--- src/common/fail_pkg.sv ---
// Shared constants for the fail output and interrupt pulse block.
package fail_pkg;
  // Clock rate and documented times in their own units.
  localparam int CLK_FREQ_MHZ = 40;
  localparam int IRQ_PULSE_WIDTH_US = 100;
  localparam int IRQ_PULSE_GAP_US = 100;
  localparam int STRAP_FILTER_TIME_US = 8;
  localparam int TEST_INPUT_FILTER_TIME_US = 64;
  // Derived cycle counts; all figures are whole cycles at 40 MHz.
  localparam int IRQ_PULSE_WIDTH_CYC = IRQ_PULSE_WIDTH_US * CLK_FREQ_MHZ;
  localparam int IRQ_PULSE_GAP_CYC = IRQ_PULSE_GAP_US * CLK_FREQ_MHZ;
  localparam int STRAP_FILTER_CYC = STRAP_FILTER_TIME_US * CLK_FREQ_MHZ;
  localparam int TEST_FILTER_CYC = TEST_INPUT_FILTER_TIME_US * CLK_FREQ_MHZ;
  // Undervoltage detections in a row that force the fail output.
  localparam logic [2:0] UV_FAIL_COUNT = 3'h4;
  // Register byte addresses.
  localparam logic [7:0] ADDR_CTRL = 8'h00;
  localparam logic [7:0] ADDR_DEV_STATUS = 8'h04;
  localparam logic [7:0] ADDR_IRQ_STATUS = 8'h08;
  localparam logic [7:0] ADDR_IRQ_MASK = 8'h0C;
  // Control register fields.
  localparam int CTRL_CFG_SEL_BIT = 0;
  localparam int CTRL_OV_RST_EN_BIT = 1;
  localparam logic [1:0] CTRL_RESET = 2'h0;
  // Device status fields.
  localparam int STAT_FAIL_ACTIVE_BIT = 0;
  localparam int STAT_CONFIG_LSB = 1;
  localparam int STAT_FAIL_SAFE_BIT = 3;
  localparam int STAT_TEST_MODE_BIT = 4;
  localparam int STAT_COND_BIT = 5;
  localparam int STAT_WD_LATCH_BIT = 6;
  // Interrupt status and mask fields.
  localparam int EV_FAIL_ON = 0;
  localparam int EV_WD_FAIL = 1;
  localparam int EV_UV_LIMIT = 2;
  localparam int EV_CONFIG = 3;
  localparam int EV_W = 4;
  localparam logic [3:0] IRQ_MASK_RESET = 4'h0;
endpackage

--- src/hw/fail_output.sv ---
// Fail output logic, configuration straps and interrupt pulse output.
//
// The strobed register port and the address map are this design's own decisions.
`timescale 1ns/1ps
module fail_output #(
  parameter int IRQ_WIDTH_CYC = fail_pkg::IRQ_PULSE_WIDTH_CYC,
  parameter int IRQ_GAP_CYC = fail_pkg::IRQ_PULSE_GAP_CYC,
  parameter int STRAP_CYC = fail_pkg::STRAP_FILTER_CYC,
  parameter int TEST_CYC = fail_pkg::TEST_FILTER_CYC
) (
  input wire logic clk,
  input wire logic reset_n,
  input wire logic [7:0] addr,
  input wire logic [31:0] wdata,
  input wire logic wr_en,
  input wire logic rd_en,
  output logic [31:0] rdata,
  input wire logic init_mode,
  input wire logic normal_or_stop,
  input wire logic soft_reset,
  input wire logic irq_event,
  input wire logic wd_fail,
  input wire logic wd_trigger_ok,
  input wire logic thermal_shutdown_stage2,
  input wire logic io_supply_short,
  input wire logic io_supply_overvoltage,
  input wire logic io_supply_undervoltage,
  input wire logic io_supply_uv_ok,
  input wire logic interrupt_out_n_in,
  output logic interrupt_out_n,
  output logic interrupt_out_n_oe_n,
  input wire logic fail_test_in,
  output logic fail_out,
  output logic fail_out_oe_n,
  output logic [1:0] config_index,
  output logic fail_safe_entry,
  output logic test_mode,
  output logic irq
);
  // Register decode used by the write path; the read path decodes addr in its own case statement.
  function automatic logic hit(input logic [7:0] a, input logic [7:0] r);
    hit = (a == r);
  endfunction

  logic strap_lvl;
  logic test_lvl;
  logic pulse_n;

  // The strap filter sees the pin at all times, driven or released; its level is used only while Init lasts.
  pin_filter #(.FILTER_CYC(STRAP_CYC), .RESET_LEVEL(1'b0)) u_strap (
    .clk(clk),
    .reset_n(reset_n),
    .pin_in(interrupt_out_n_in),
    .level_q(strap_lvl)
  );

  pin_filter #(.FILTER_CYC(TEST_CYC), .RESET_LEVEL(1'b1)) u_test (
    .clk(clk),
    .reset_n(reset_n),
    .pin_in(fail_test_in),
    .level_q(test_lvl)
  );

  irq_pulser #(.WIDTH_CYC(IRQ_WIDTH_CYC), .GAP_CYC(IRQ_GAP_CYC)) u_pulse (
    .clk(clk),
    .reset_n(reset_n),
    .enable(normal_or_stop & ~init_mode),
    .event_in(irq_event),
    .pin_n_q(pulse_n)
  );

  // Software state: control bits, mask and sticky interrupt status.
  logic [1:0] ctrl_q;
  logic [1:0] ctrl_d;
  logic [fail_pkg::EV_W-1:0] mask_q;
  logic [fail_pkg::EV_W-1:0] mask_d;
  logic [fail_pkg::EV_W-1:0] ist_q;
  logic [fail_pkg::EV_W-1:0] ist_d;
  logic [fail_pkg::EV_W-1:0] events;
  logic [31:0] rdata_d;
  logic irq_d;
  logic wr_stat;

  // Failure tracking state.
  logic [1:0] wd_cnt_q;
  logic [1:0] wd_cnt_d;
  logic wd_latch_q;
  logic wd_latch_d;
  logic [2:0] uv_cnt_q;
  logic [2:0] uv_cnt_d;
  logic flag_q;
  logic flag_d;
  logic cond;
  logic wd_limit;

  // Configuration state.
  logic [1:0] cfg_q;
  logic [1:0] cfg_d;
  logic fs_q;
  logic fs_d;
  logic tm_q;
  logic tm_d;
  logic init_q;
  logic init_d;
  logic cfg_evt;

  assign wr_stat = wr_en & hit(addr, fail_pkg::ADDR_DEV_STATUS);

  // Configuration follows the straps and the select bit for as long as
  // Init lasts; it freezes when Init ends, so a later soft reset into
  // Init picks up the pins and the select bit afresh.
  always_comb begin
    init_d = init_mode;
    cfg_d = cfg_q;
    fs_d = fs_q;
    tm_d = tm_q;
    if (init_q) begin
      // Index 0..3 stands for configurations 1..4.
      cfg_d = {~ctrl_q[fail_pkg::CTRL_CFG_SEL_BIT], ~strap_lvl};
      fs_d = ~strap_lvl;
      tm_d = ~test_lvl;
    end
  end

  assign cfg_evt = init_q & ~init_mode;

  // The watchdog failure limit comes from the select bit held in the
  // frozen configuration: one failure for configs 1/2, two for 3/4.
  assign wd_limit = cfg_q[1] ? (wd_cnt_q == 2'h1)
    : (wd_cnt_q == 2'h0);

  always_comb begin
    wd_cnt_d = wd_cnt_q;
    wd_latch_d = wd_latch_q;
    uv_cnt_d = uv_cnt_q;
    if (wd_fail) begin
      if (wd_limit) begin
        wd_latch_d = 1'b1;
      end else begin
        wd_cnt_d = wd_cnt_q + 2'h1;
      end
    end else if (wd_trigger_ok) begin
      // Only a good trigger lets the watchdog cause go away.
      wd_cnt_d = 2'h0;
      wd_latch_d = 1'b0;
    end
    if (io_supply_undervoltage) begin
      if (uv_cnt_q != fail_pkg::UV_FAIL_COUNT) begin
        uv_cnt_d = uv_cnt_q + 3'h1;
      end
    end else if (io_supply_uv_ok) begin
      uv_cnt_d = 3'h0;
    end
  end

  // Every listed cause counts, whether or not it leads to fail-safe; overvoltage counts only with its enable bit set.
  assign cond = thermal_shutdown_stage2 | io_supply_short | wd_latch_q
    | (io_supply_overvoltage & ctrl_q[fail_pkg::CTRL_OV_RST_EN_BIT])
    | (uv_cnt_q == fail_pkg::UV_FAIL_COUNT);

  // A present cause always wins over a software clear, so the flag
  // cannot be dropped under a live failure.
  always_comb begin
    flag_d = flag_q;
    if (wr_stat && wdata[fail_pkg::STAT_FAIL_ACTIVE_BIT]) begin
      flag_d = 1'b0;
    end
    if (cond) begin
      flag_d = 1'b1;
    end
  end

  assign events[fail_pkg::EV_FAIL_ON] = flag_d & ~flag_q;
  assign events[fail_pkg::EV_WD_FAIL] = wd_fail;
  assign events[fail_pkg::EV_UV_LIMIT] = uv_cnt_d == fail_pkg::UV_FAIL_COUNT
    && uv_cnt_q != fail_pkg::UV_FAIL_COUNT;
  assign events[fail_pkg::EV_CONFIG] = cfg_evt;

  // Register writes; new events win over a write-one clear.
  always_comb begin
    ctrl_d = ctrl_q;
    mask_d = mask_q;
    ist_d = ist_q;
    if (wr_en && hit(addr, fail_pkg::ADDR_CTRL)) begin
      ctrl_d = wdata[1:0];
    end
    if (wr_en && hit(addr, fail_pkg::ADDR_IRQ_MASK)) begin
      mask_d = wdata[fail_pkg::EV_W-1:0];
    end
    if (wr_en && hit(addr, fail_pkg::ADDR_IRQ_STATUS)) begin
      ist_d = ist_q & ~wdata[fail_pkg::EV_W-1:0];
    end
    ist_d = ist_d | events;
    if (soft_reset) begin
      ctrl_d = fail_pkg::CTRL_RESET;
      mask_d = fail_pkg::IRQ_MASK_RESET;
    end
    irq_d = |(ist_d & mask_d);
  end

  // Read data stands in the cycle after the strobe; unmapped reads zero.
  always_comb begin
    rdata_d = 32'h0000_0000;
    if (rd_en) begin
      case (addr)
        fail_pkg::ADDR_CTRL: rdata_d[1:0] = ctrl_q;
        fail_pkg::ADDR_DEV_STATUS: begin
          rdata_d[fail_pkg::STAT_FAIL_ACTIVE_BIT] = flag_q;
          rdata_d[fail_pkg::STAT_CONFIG_LSB +: 2] = cfg_q;
          rdata_d[fail_pkg::STAT_FAIL_SAFE_BIT] = fs_q;
          rdata_d[fail_pkg::STAT_TEST_MODE_BIT] = tm_q;
          rdata_d[fail_pkg::STAT_COND_BIT] = cond;
          rdata_d[fail_pkg::STAT_WD_LATCH_BIT] = wd_latch_q;
        end
        fail_pkg::ADDR_IRQ_STATUS: rdata_d[fail_pkg::EV_W-1:0] = ist_q;
        fail_pkg::ADDR_IRQ_MASK: rdata_d[fail_pkg::EV_W-1:0] = mask_q;
        default: rdata_d = 32'h0000_0000;
      endcase
    end
  end

  // All pin and status outputs are registered.
  always_ff @(posedge clk) begin
    if (!reset_n) begin
      ctrl_q <= fail_pkg::CTRL_RESET;
      mask_q <= fail_pkg::IRQ_MASK_RESET;
      ist_q <= '0;
      irq <= 1'b0;
      rdata <= 32'h0000_0000;
      wd_cnt_q <= 2'h0;
      wd_latch_q <= 1'b0;
      uv_cnt_q <= 3'h0;
      flag_q <= 1'b0;
      cfg_q <= 2'h0;
      fs_q <= 1'b0;
      tm_q <= 1'b0;
      init_q <= 1'b1;
      interrupt_out_n <= 1'b1;
      interrupt_out_n_oe_n <= 1'b1;
      fail_out <= 1'b1;
      fail_out_oe_n <= 1'b1;
    end else begin
      ctrl_q <= ctrl_d;
      mask_q <= mask_d;
      ist_q <= ist_d;
      irq <= irq_d;
      rdata <= rdata_d;
      wd_cnt_q <= wd_cnt_d;
      wd_latch_q <= wd_latch_d;
      uv_cnt_q <= uv_cnt_d;
      flag_q <= flag_d;
      cfg_q <= cfg_d;
      fs_q <= fs_d;
      tm_q <= tm_d;
      init_q <= init_d;
      // The interrupt driver is released in Init so the strap is readable.
      interrupt_out_n <= pulse_n;
      interrupt_out_n_oe_n <= init_d;
      // Low-side switch: drives low while the flag is set, else released.
      fail_out <= ~flag_d;
      fail_out_oe_n <= ~flag_d;
    end
  end

  assign config_index = cfg_q;
  assign fail_safe_entry = fs_q;
  assign test_mode = tm_q;
endmodule

--- src/hw/pin_filter.sv ---
// Two-stage synchroniser followed by a stable-level filter for one pin.
`timescale 1ns/1ps
module pin_filter #(
  parameter int FILTER_CYC = 320,
  parameter logic RESET_LEVEL = 1'b1
) (
  input wire logic clk,
  input wire logic reset_n,
  input wire logic pin_in,
  output logic level_q
);
  localparam int CW = $clog2(FILTER_CYC + 1);
  localparam logic [CW-1:0] LAST = CW'(FILTER_CYC - 1);

  logic sync1_q;
  logic sync2_q;
  logic level_d;
  logic [CW-1:0] cnt_q;
  logic [CW-1:0] cnt_d;

  // The new level is accepted only after it has held for the full count.
  always_comb begin
    level_d = level_q;
    cnt_d = '0;
    if (sync2_q != level_q) begin
      if (cnt_q == LAST) begin
        level_d = sync2_q;
      end else begin
        cnt_d = cnt_q + 1'b1;
      end
    end
  end

  // The first stage feeds the second stage only.
  always_ff @(posedge clk) begin
    if (!reset_n) begin
      sync1_q <= RESET_LEVEL;
      sync2_q <= RESET_LEVEL;
      level_q <= RESET_LEVEL;
      cnt_q <= '0;
    end else begin
      sync1_q <= pin_in;
      sync2_q <= sync1_q;
      level_q <= level_d;
      cnt_q <= cnt_d;
    end
  end
endmodule

--- src/hw/irq_pulser.sv ---
// Active-low interrupt pulse generator with a guaranteed high gap.
`timescale 1ns/1ps
module irq_pulser #(
  parameter int WIDTH_CYC = 4000,
  parameter int GAP_CYC = 4000
) (
  input wire logic clk,
  input wire logic reset_n,
  input wire logic enable,
  input wire logic event_in,
  output logic pin_n_q
);
  localparam int MAXC = (WIDTH_CYC > GAP_CYC) ? WIDTH_CYC : GAP_CYC;
  localparam int CW = $clog2(MAXC + 1);
  localparam logic [CW-1:0] W_LAST = CW'(WIDTH_CYC - 1);
  localparam logic [CW-1:0] G_LAST = CW'(GAP_CYC - 1);

  typedef enum logic [1:0] {IDLE, PULSE, GAP} pulse_state_e;
  pulse_state_e state_q;
  pulse_state_e state_d;
  logic [CW-1:0] cnt_q;
  logic [CW-1:0] cnt_d;
  logic pend_q;
  logic pend_d;
  logic pin_n_d;

  // Events that arrive during a pulse or gap wait for the gap to end.
  always_comb begin
    state_d = state_q;
    cnt_d = cnt_q;
    pend_d = pend_q | (event_in & enable);
    pin_n_d = 1'b1;
    case (state_q)
      IDLE: begin
        // A pulse never starts once the mode has left Normal or Stop.
        if (pend_d && enable) begin
          state_d = PULSE;
          pend_d = 1'b0;
          cnt_d = '0;
          pin_n_d = 1'b0;
        end
      end
      PULSE: begin
        pin_n_d = 1'b0;
        cnt_d = cnt_q + 1'b1;
        if (cnt_q == W_LAST) begin
          state_d = GAP;
          cnt_d = '0;
          pin_n_d = 1'b1;
        end
      end
      GAP: begin
        cnt_d = cnt_q + 1'b1;
        if (cnt_q == G_LAST) begin
          state_d = IDLE;
          cnt_d = '0;
        end
      end
      default: begin
        state_d = IDLE;
        cnt_d = '0;
      end
    endcase
    if (!enable) begin
      pend_d = 1'b0;
    end
  end

  always_ff @(posedge clk) begin
    if (!reset_n) begin
      state_q <= IDLE;
      cnt_q <= '0;
      pend_q <= 1'b0;
      pin_n_q <= 1'b1;
    end else begin
      state_q <= state_d;
      cnt_q <= cnt_d;
      pend_q <= pend_d;
      pin_n_q <= pin_n_d;
    end
  end
endmodule

--- config.mk ---
export PLATFORM = sky130hd
export DESIGN_NAME = fail_output
export DESIGN_NICKNAME = d
export VERILOG_FILES = /design/src/common/fail_pkg.sv /design/src/hw/fail_output.sv /design/src/hw/pin_filter.sv /design/src/hw/irq_pulser.sv
export SDC_FILE = /design/constraint.sdc
export NUM_CORES = 1
export LEC_CHECK = 0
export BUFFER_PORTS_ARGS = -buffer_cell sky130_fd_sc_hd__buf_2
export CAP_MARGIN = 20
export CELL_PAD_IN_SITES_DETAIL_PLACEMENT = 1
export CELL_PAD_IN_SITES_GLOBAL_PLACEMENT = 1
export CORE_ASPECT_RATIO = 1.4
export CORE_UTILIZATION = 41
export DETAILED_ROUTE_END_ITERATION = 10
export GPL_TIMING_DRIVEN = 0
export MAX_ROUTING_LAYER = met4
export PLACE_DENSITY_LB_ADDON = 0.1
export SLEW_MARGIN = 10
export SYNTH_ARGS = -nofsm -noshare
export SYNTH_HDL_FRONTEND = slang
export SYNTH_SLANG_ARGS = --single-unit
--- constraint.sdc ---
create_clock -name clk -period 3.4 [get_ports clk]
set_input_delay 0.51 -clock clk [delete_from_list [all_inputs] [get_ports clk]]
set_output_delay 0.51 -clock clk [all_outputs]
set_load 0.03 [all_outputs]
# Yosys cells after proc, flatten, opt, wreduce, memory -nomap -nowiden

Cells that the tools add are included.
Widths: inputs -> output; s select.

Register bits: 100
Input bits: 57
Output and inout port bits: 41

$add $sub $neg: 5
Equal/unequal tests: 19
Muxes and demuxes: 29
Bitwise operators: 24
Reduce and logical (&&, ||, !) cells: 23

Operators by type and width:

| operator              | count |
|---|---|
| $add 12x1->12 const B | 2 |
| $eq 12x12->1 const B  | 2 |
| $mux 12               | 2 |
| $pmux 12 s2           | 1 |
| $eq 8x4->1 const B    | 2 |
| $mux 2                | 6 |
| $mux 4                | 3 |
| $pmux 2 s3            | 2 |
| $reduce_and 2->1      | 6 |
| $mux 1                | 10 |
| $add 9x1->9 const B   | 1 |
| $eq 9x9->1 const B    | 1 |
| $mux 3                | 3 |
| $not 1->1             | 9 |
| $and 4x4->4           | 2 |
| $eq 8x3->1 const B    | 1 |
| $logic_not 8->1       | 1 |
| $ne 2x1->1 const B    | 4 |
| $pmux 2 s4            | 1 |
| $and 1x1->1           | 6 |
| $eq 3x3->1 const B    | 2 |
| $logic_and 1x1->1     | 6 |
| $reduce_and 3->1      | 2 |
| $reduce_or 3->1       | 2 |
| 15 further kinds      | 23 |

# Logic depth before layout (Yosys ltp)

Word-level depth: 9
Depth in mapped cells: 7
Depth with buffers taken out: 7

# Cells and area by module

From an unflattened synthesis, not the netlist that was laid out.

Cells, all modules: 392
Area, all modules: 3616.0 um^2

By module, submodules not included:

| module               | instances | cells an instance | area an instance (um^2) |
|---|---|---|---|
| fail_output          | 1         | 176               | 1597.8 |
| irq_pulser           | 1         | 96                | 873.3 |
| pin_filter (u_test)  | 1         | 67                | 623.1 |
| pin_filter (u_strap) | 1         | 53                | 521.8 |

# Worst setup path before layout

No wires, ideal clock.

Kind: input to register
Start point: in addr[1]
End point: reg irq
Arrival: 1.797 ns
Required time: 3.266 ns
Setup slack: 1.468 ns
Stages: 6
Cells stage by stage: nor4_4 > and4_1 > buf_6 > mux2_2 > a22oi_1 > o221ai_1

Cells in the longest elaborated chain, start to end: 9

RTL lines:

| element              | RTL line           | text |
|---|---|---|
| start, declared      | fail_output.sv:13  | `input wire logic [7:0] addr,` |
| $eq 8x3->1           | fail_output.sv:42  | `hit = (a == r);` |
| $and 1x1->1          | fail_output.sv:107 | `assign wr_stat = wr_en & hit(addr, fail_pkg::ADDR_DEV_STATUS);` |
| $logic_and 1x1->1    | fail_output.sv:165 | `if (wr_stat && wdata[fail_pkg::STAT_FAIL_ACTIVE_BIT]) begin` |
| $mux 1               | fail_output.sv:165 |  |
| $mux 1               | fail_output.sv:168 | `if (cond) begin` |
| $and 1x1->1          | fail_output.sv:173 | `assign events[fail_pkg::EV_FAIL_ON] = flag_d & ~flag_q;` |
| $or 4x4->4           | fail_output.sv:193 | `ist_d = ist_d \| events;` |
| $and 4x4->4 (*)      | fail_output.sv:198 | `irq_d = \|(ist_d & mask_d);` |
| $reduce_or 4->1 (*)  | fail_output.sv:198 |  |
| end signal, assigned | fail_output.sv:246 | `irq <= irq_d;` |
| end, declared        | fail_output.sv:38  | `output logic irq` |

Mark *: on every way between the ends. The rest lies on a longest branch, timed or not.
A chain may end at the register's enable or synchronous reset.

# Worst setup path in the final report

Start point: reg u_pulse.cnt_q[0]
End point: reg u_pulse.cnt_q[6]

Cells in the longest elaborated chain, start to end: 3

RTL lines:

| element                                              | RTL line                           | text |
|---|---|---|
| start, declared                                      | irq_pulser.sv:21                   | `logic [CW-1:0] cnt_q;` |
| start signal, assigned                               | irq_pulser.sv:77                   | `cnt_q <= cnt_d;` |
| $add 12x1->12 / $eq 12x12->1 (equally long branches) | -                                  |  |
| $mux 12 (*)                                          | irq_pulser.sv:46, irq_pulser.sv:54 |  |
| $pmux 12 s2 (*)                                      | irq_pulser.sv:33                   | `case (state_q)` |

Marked as above.

==> metrics.md <==
| Metric | Value |
|---|---|
| Clock network latency to the later pin of the worst-skew pair | `330 ps` |
| Number of violations of the max-capacitance limit | `0` |
| Power Total | `2.22 mW` |
| Pre-Repair DR Iteration Count | `4` |
| Top fanout value on the critical path | `10` |
| Number of flops mapped to enable cells by yosys | `0` |
| Maximum clock frequency | `486 MHz` |
| #FFs+latches synth | `74` |
| Maximum clock skew at final layout | `5.36 ps` |
| Clk buf depth | `2` |
| Critical path endpoint category | `register` |
| Unrepaired setup endpoints after global routing | `no` |
| Number of gates resized after cts | `0` |
| Residual antenna-violating net count after detailed routing | `0` |
| Largest incremental delay on the critical path | `580 ps` |
| Clock period minus final worst setup slack | `2060 ps` |
| WHS | `378 ps` |
| Detail-routed net length per standard cell | `13.8 um` |
| WS Path Type | `reg -> reg` |
| Required time of the critical path | `3610 ps` |
| Ys flop type | `dfxtp_1` |
| Utilization of the core after routing | `51.2%` |
| Setup TNS Final | `0 ps` |
| Core Region | `0.00815 mm^2` |
| CTS tree | `done` |
| P_leak | `1.75 nW` |
| Rows | `39` |
| Ys Warns | `0` |
| Minimum setup slack among reg-to-reg paths | `1340 ps` |
| Count of nets after finishing | `526` |
| Status | `completed` |
| Total via count in the routed design | `2760` |
| Die area | `0.00875 mm^2` |
| Critical path's slowest cell | `nor4_1` |
| IR Drop Worst-Case VDD | `0.301 mV` |
| Number of levels in the clock H-tree | `3` |
| Arrival time at the worst endpoint | `2270 ps` |
| Least-Margin Pin Slew | `731 ps` |
| Effective utilization at floorplan | `42.1%` |
| Area of all placed cells without fillers | `0.00417 mm^2` |
| Total count of hold-check failures in the final report | `0` |
| CTS root buf | `clkbuf_16` |
| Initial antenna violation count | `0` |
| Share of post-route cells with drive strength above 1 | `21.4%` |
| Number of buffer and inverter instances along the worst setup path | `1` |
| Die Height | `110 um` |
| Overall Global Routing Usage | `19.9%` |
| Dpl cell area | `0.00387 mm^2` |
| Diode insertion count for antenna repair | `0` |
| Ratio of routed vias to standard cells | `4.89` |
| Number of buffers inserted for hold repair after clock tree synthesis | `0` |
| Worst hold-check path type | `in -> reg` |
| Buffers inserted during post-CTS setup optimization | `0` |
| Boundary pin count | `98` |
| Clock transition at the register clock pins on the worst setup and hold paths after CTS | `60 ps` |
| Top Family by Delay on Critical Path | `simple AND/OR/NAND/NOR gates` |
| Kind of start point of the critical path | `register` |
| Post-route DRC violation count | `0` |
| Number of failing setup endpoints in the final timing report | `0` |
| Combined area of all synthesized cells | `0.00343 mm^2` |
| Post-synth ARST share | `0%` |
| Gp weighted congestion | `0.807` |
| Number of buffers inserted by port buffering | `43` |
| Congestion Overflow GR | `0` |
| Layout Area Growth over Synthesis | `21.5%` |
| Wire length of the first global-routing pass | `12.9 mm` |
| Vias in the first global route | `2811` |
| Worst max-slew margin expressed relative to the limit | `50.8%` |
| Detailed-route wire length | `7.81 mm` |
| Largest net degree at the start of global routing | `12` |
| Period utilization | `60.6%` |
| Number of DRC markers after the initial detailed-route iteration | `92` |
| Number of clock sinks | `74` |
| Placed wire-length estimate after detailed placement | `5.92 mm` |
| Chip Width | `79.3 um` |
| P per Cell Area | `533 mW/mm^2` |
| Average size of a mapped cell | `9.03 um^2` |
| Final Max Slew Viols | `0` |
| Gate count after technology mapping | `380` |
| Sequential cell area fraction in the yosys report | `43.1%` |
| Crit path cell chain | `ha_1 -> nand3_1 -> nor4_1 -> o21ai_0 -> nand2_1 -> buf_2 -> nor2_1` |
| Cell variety after synth | `51` |
| TritonCTS Buffers | `9` |
final cells by class:
type | instances | area, um^2
Multi-Input combinational cell | 276 | 1730
Timing Repair Buffer | 43 | 215
Clock buffer | 13 | 270
Clock inverter | 2 | 35.0
Buffer | 37 | 251
Sequential cell | 74 | 1480
Inverter | 17 | 63.8
Tap cell | 102 | 128
Fill cell | 1003 | 3980
final timing paths:
check | start | cells past startpoint | endpoint
worst min-delay path | fail_test_in | 2 | u_test.sync1_q
worst min register to register | u_test.sync1_q | 1 | u_test.sync2_q
worst max-delay path | u_pulse.cnt_q[0] | 7 | u_pulse.cnt_q[6]
worst max register to register | u_pulse.cnt_q[0] | 7 | u_pulse.cnt_q[6]
layer usage:
| layer | GRT usage [%] | routed length, um | up-vias |
|---|---|---|---|
| li1 | - | - | 1395 |
| met1 | 21.6 | 3320 | 1314 |
| met2 | 35.3 | 4190 | 42 |
| met3 | 3.05 | 180 | 9 |
| met4 | 9.87 | 112 | 0 |
| met5 | - | 0 | - |
cells in the mapped netlist, types with 2 or more instances:
master | number | area [um^2]
o211a_1 | 3 | 30.0
and3_1 | 7 | 43.8
nor3_1 | 10 | 50.1
a31oi_1 | 3 | 18.8
inv_1 | 17 | 63.8
buf_4 | 27 | 203
nand4_1 | 9 | 56.3
xor2_1 | 15 | 131
clkbuf_1 | 6 | 22.5
nand2_1 | 25 | 93.8
ha_1 | 11 | 138
xnor2_1 | 11 | 96.3
a21oi_1 | 9 | 45.0
and2_1 | 7 | 43.8
mux4_2 | 2 | 45.0
o21a_1 | 2 | 15.0
or3_1 | 5 | 31.3
mux2i_1 | 9 | 90.1
mux2_2 | 4 | 45.0
nor2_1 | 47 | 176
nand3_1 | 16 | 80.1
nor4bb_1 | 2 | 20.0
o21ai_0 | 10 | 50.1
buf_2 | 3 | 15.0
nor2b_1 | 13 | 81.3
a22oi_1 | 4 | 30.0
or2_2 | 2 | 12.5
dfxtp_1 | 74 | 1480
nand2b_1 | 5 | 31.3
flip-flops by register name, summed over array words and instances (netlist names), 2 cells and up:
signal,flops
config_index,2
ctrl_q,2
ist_q,4
mask_q,4
rdata,7
u_pulse.cnt_q,12
u_pulse.state_q,2
u_strap.cnt_q,9
u_test.cnt_q,12
uv_cnt_q,3
wd_cnt_q,2
layout by cell type, fill, tap and decap left out, types with 7 or more instances in the layout:
cell,instances
ha_1,11
conb_1,25
mux2i_1,9
nor3_1,10
and3_1,7
inv_1,17
xnor2_1,11
buf_2,46
nor2b_1,13
xor2_1,15
nor2_1,47
nand4_1,9
nand2_1,25
buf_4,27
nand3_1,16
and2_1,7
clkbuf_1,7
o21ai_0,10
clkbuf_16,9
dfxtp_1,74
a21oi_1,9
power breakdown:
| group | internal [mW] | switching, mW | total (mW) |
|---|---|---|---|
| Clock | 0.623 | 0.341 | 0.964 |
| Combinational | 0.123 | 0.207 | 0.330 |
| Sequential | 0.901 | 0.0267 | 0.928 |
per-stage QoR:
| step | worst slack, ps | std cells |
|---|---|---|
| floorplan | 1470 | 404 |
| global placement | 1080 | 549 |
| detailed placement | 1070 | 549 |
| CTS | 1300 | 564 |
| global route | 1160 | 564 |
| finish | 1340 | 564 |
logic make-up after synthesis:
group	after synthesis	synth area share (%)
AO/OA/AOI/OAI	40	7.62
XOR/XNOR	26	6.63
adder cells (fa/ha/maj)	11	4.01
buffers and inverters	54	9.18
flip-flops	74	43.1
multiplexers	15	5.25
other	1	0.109
AND/OR/NAND/NOR	159	24.1
(Power assumes the default switching activity.)
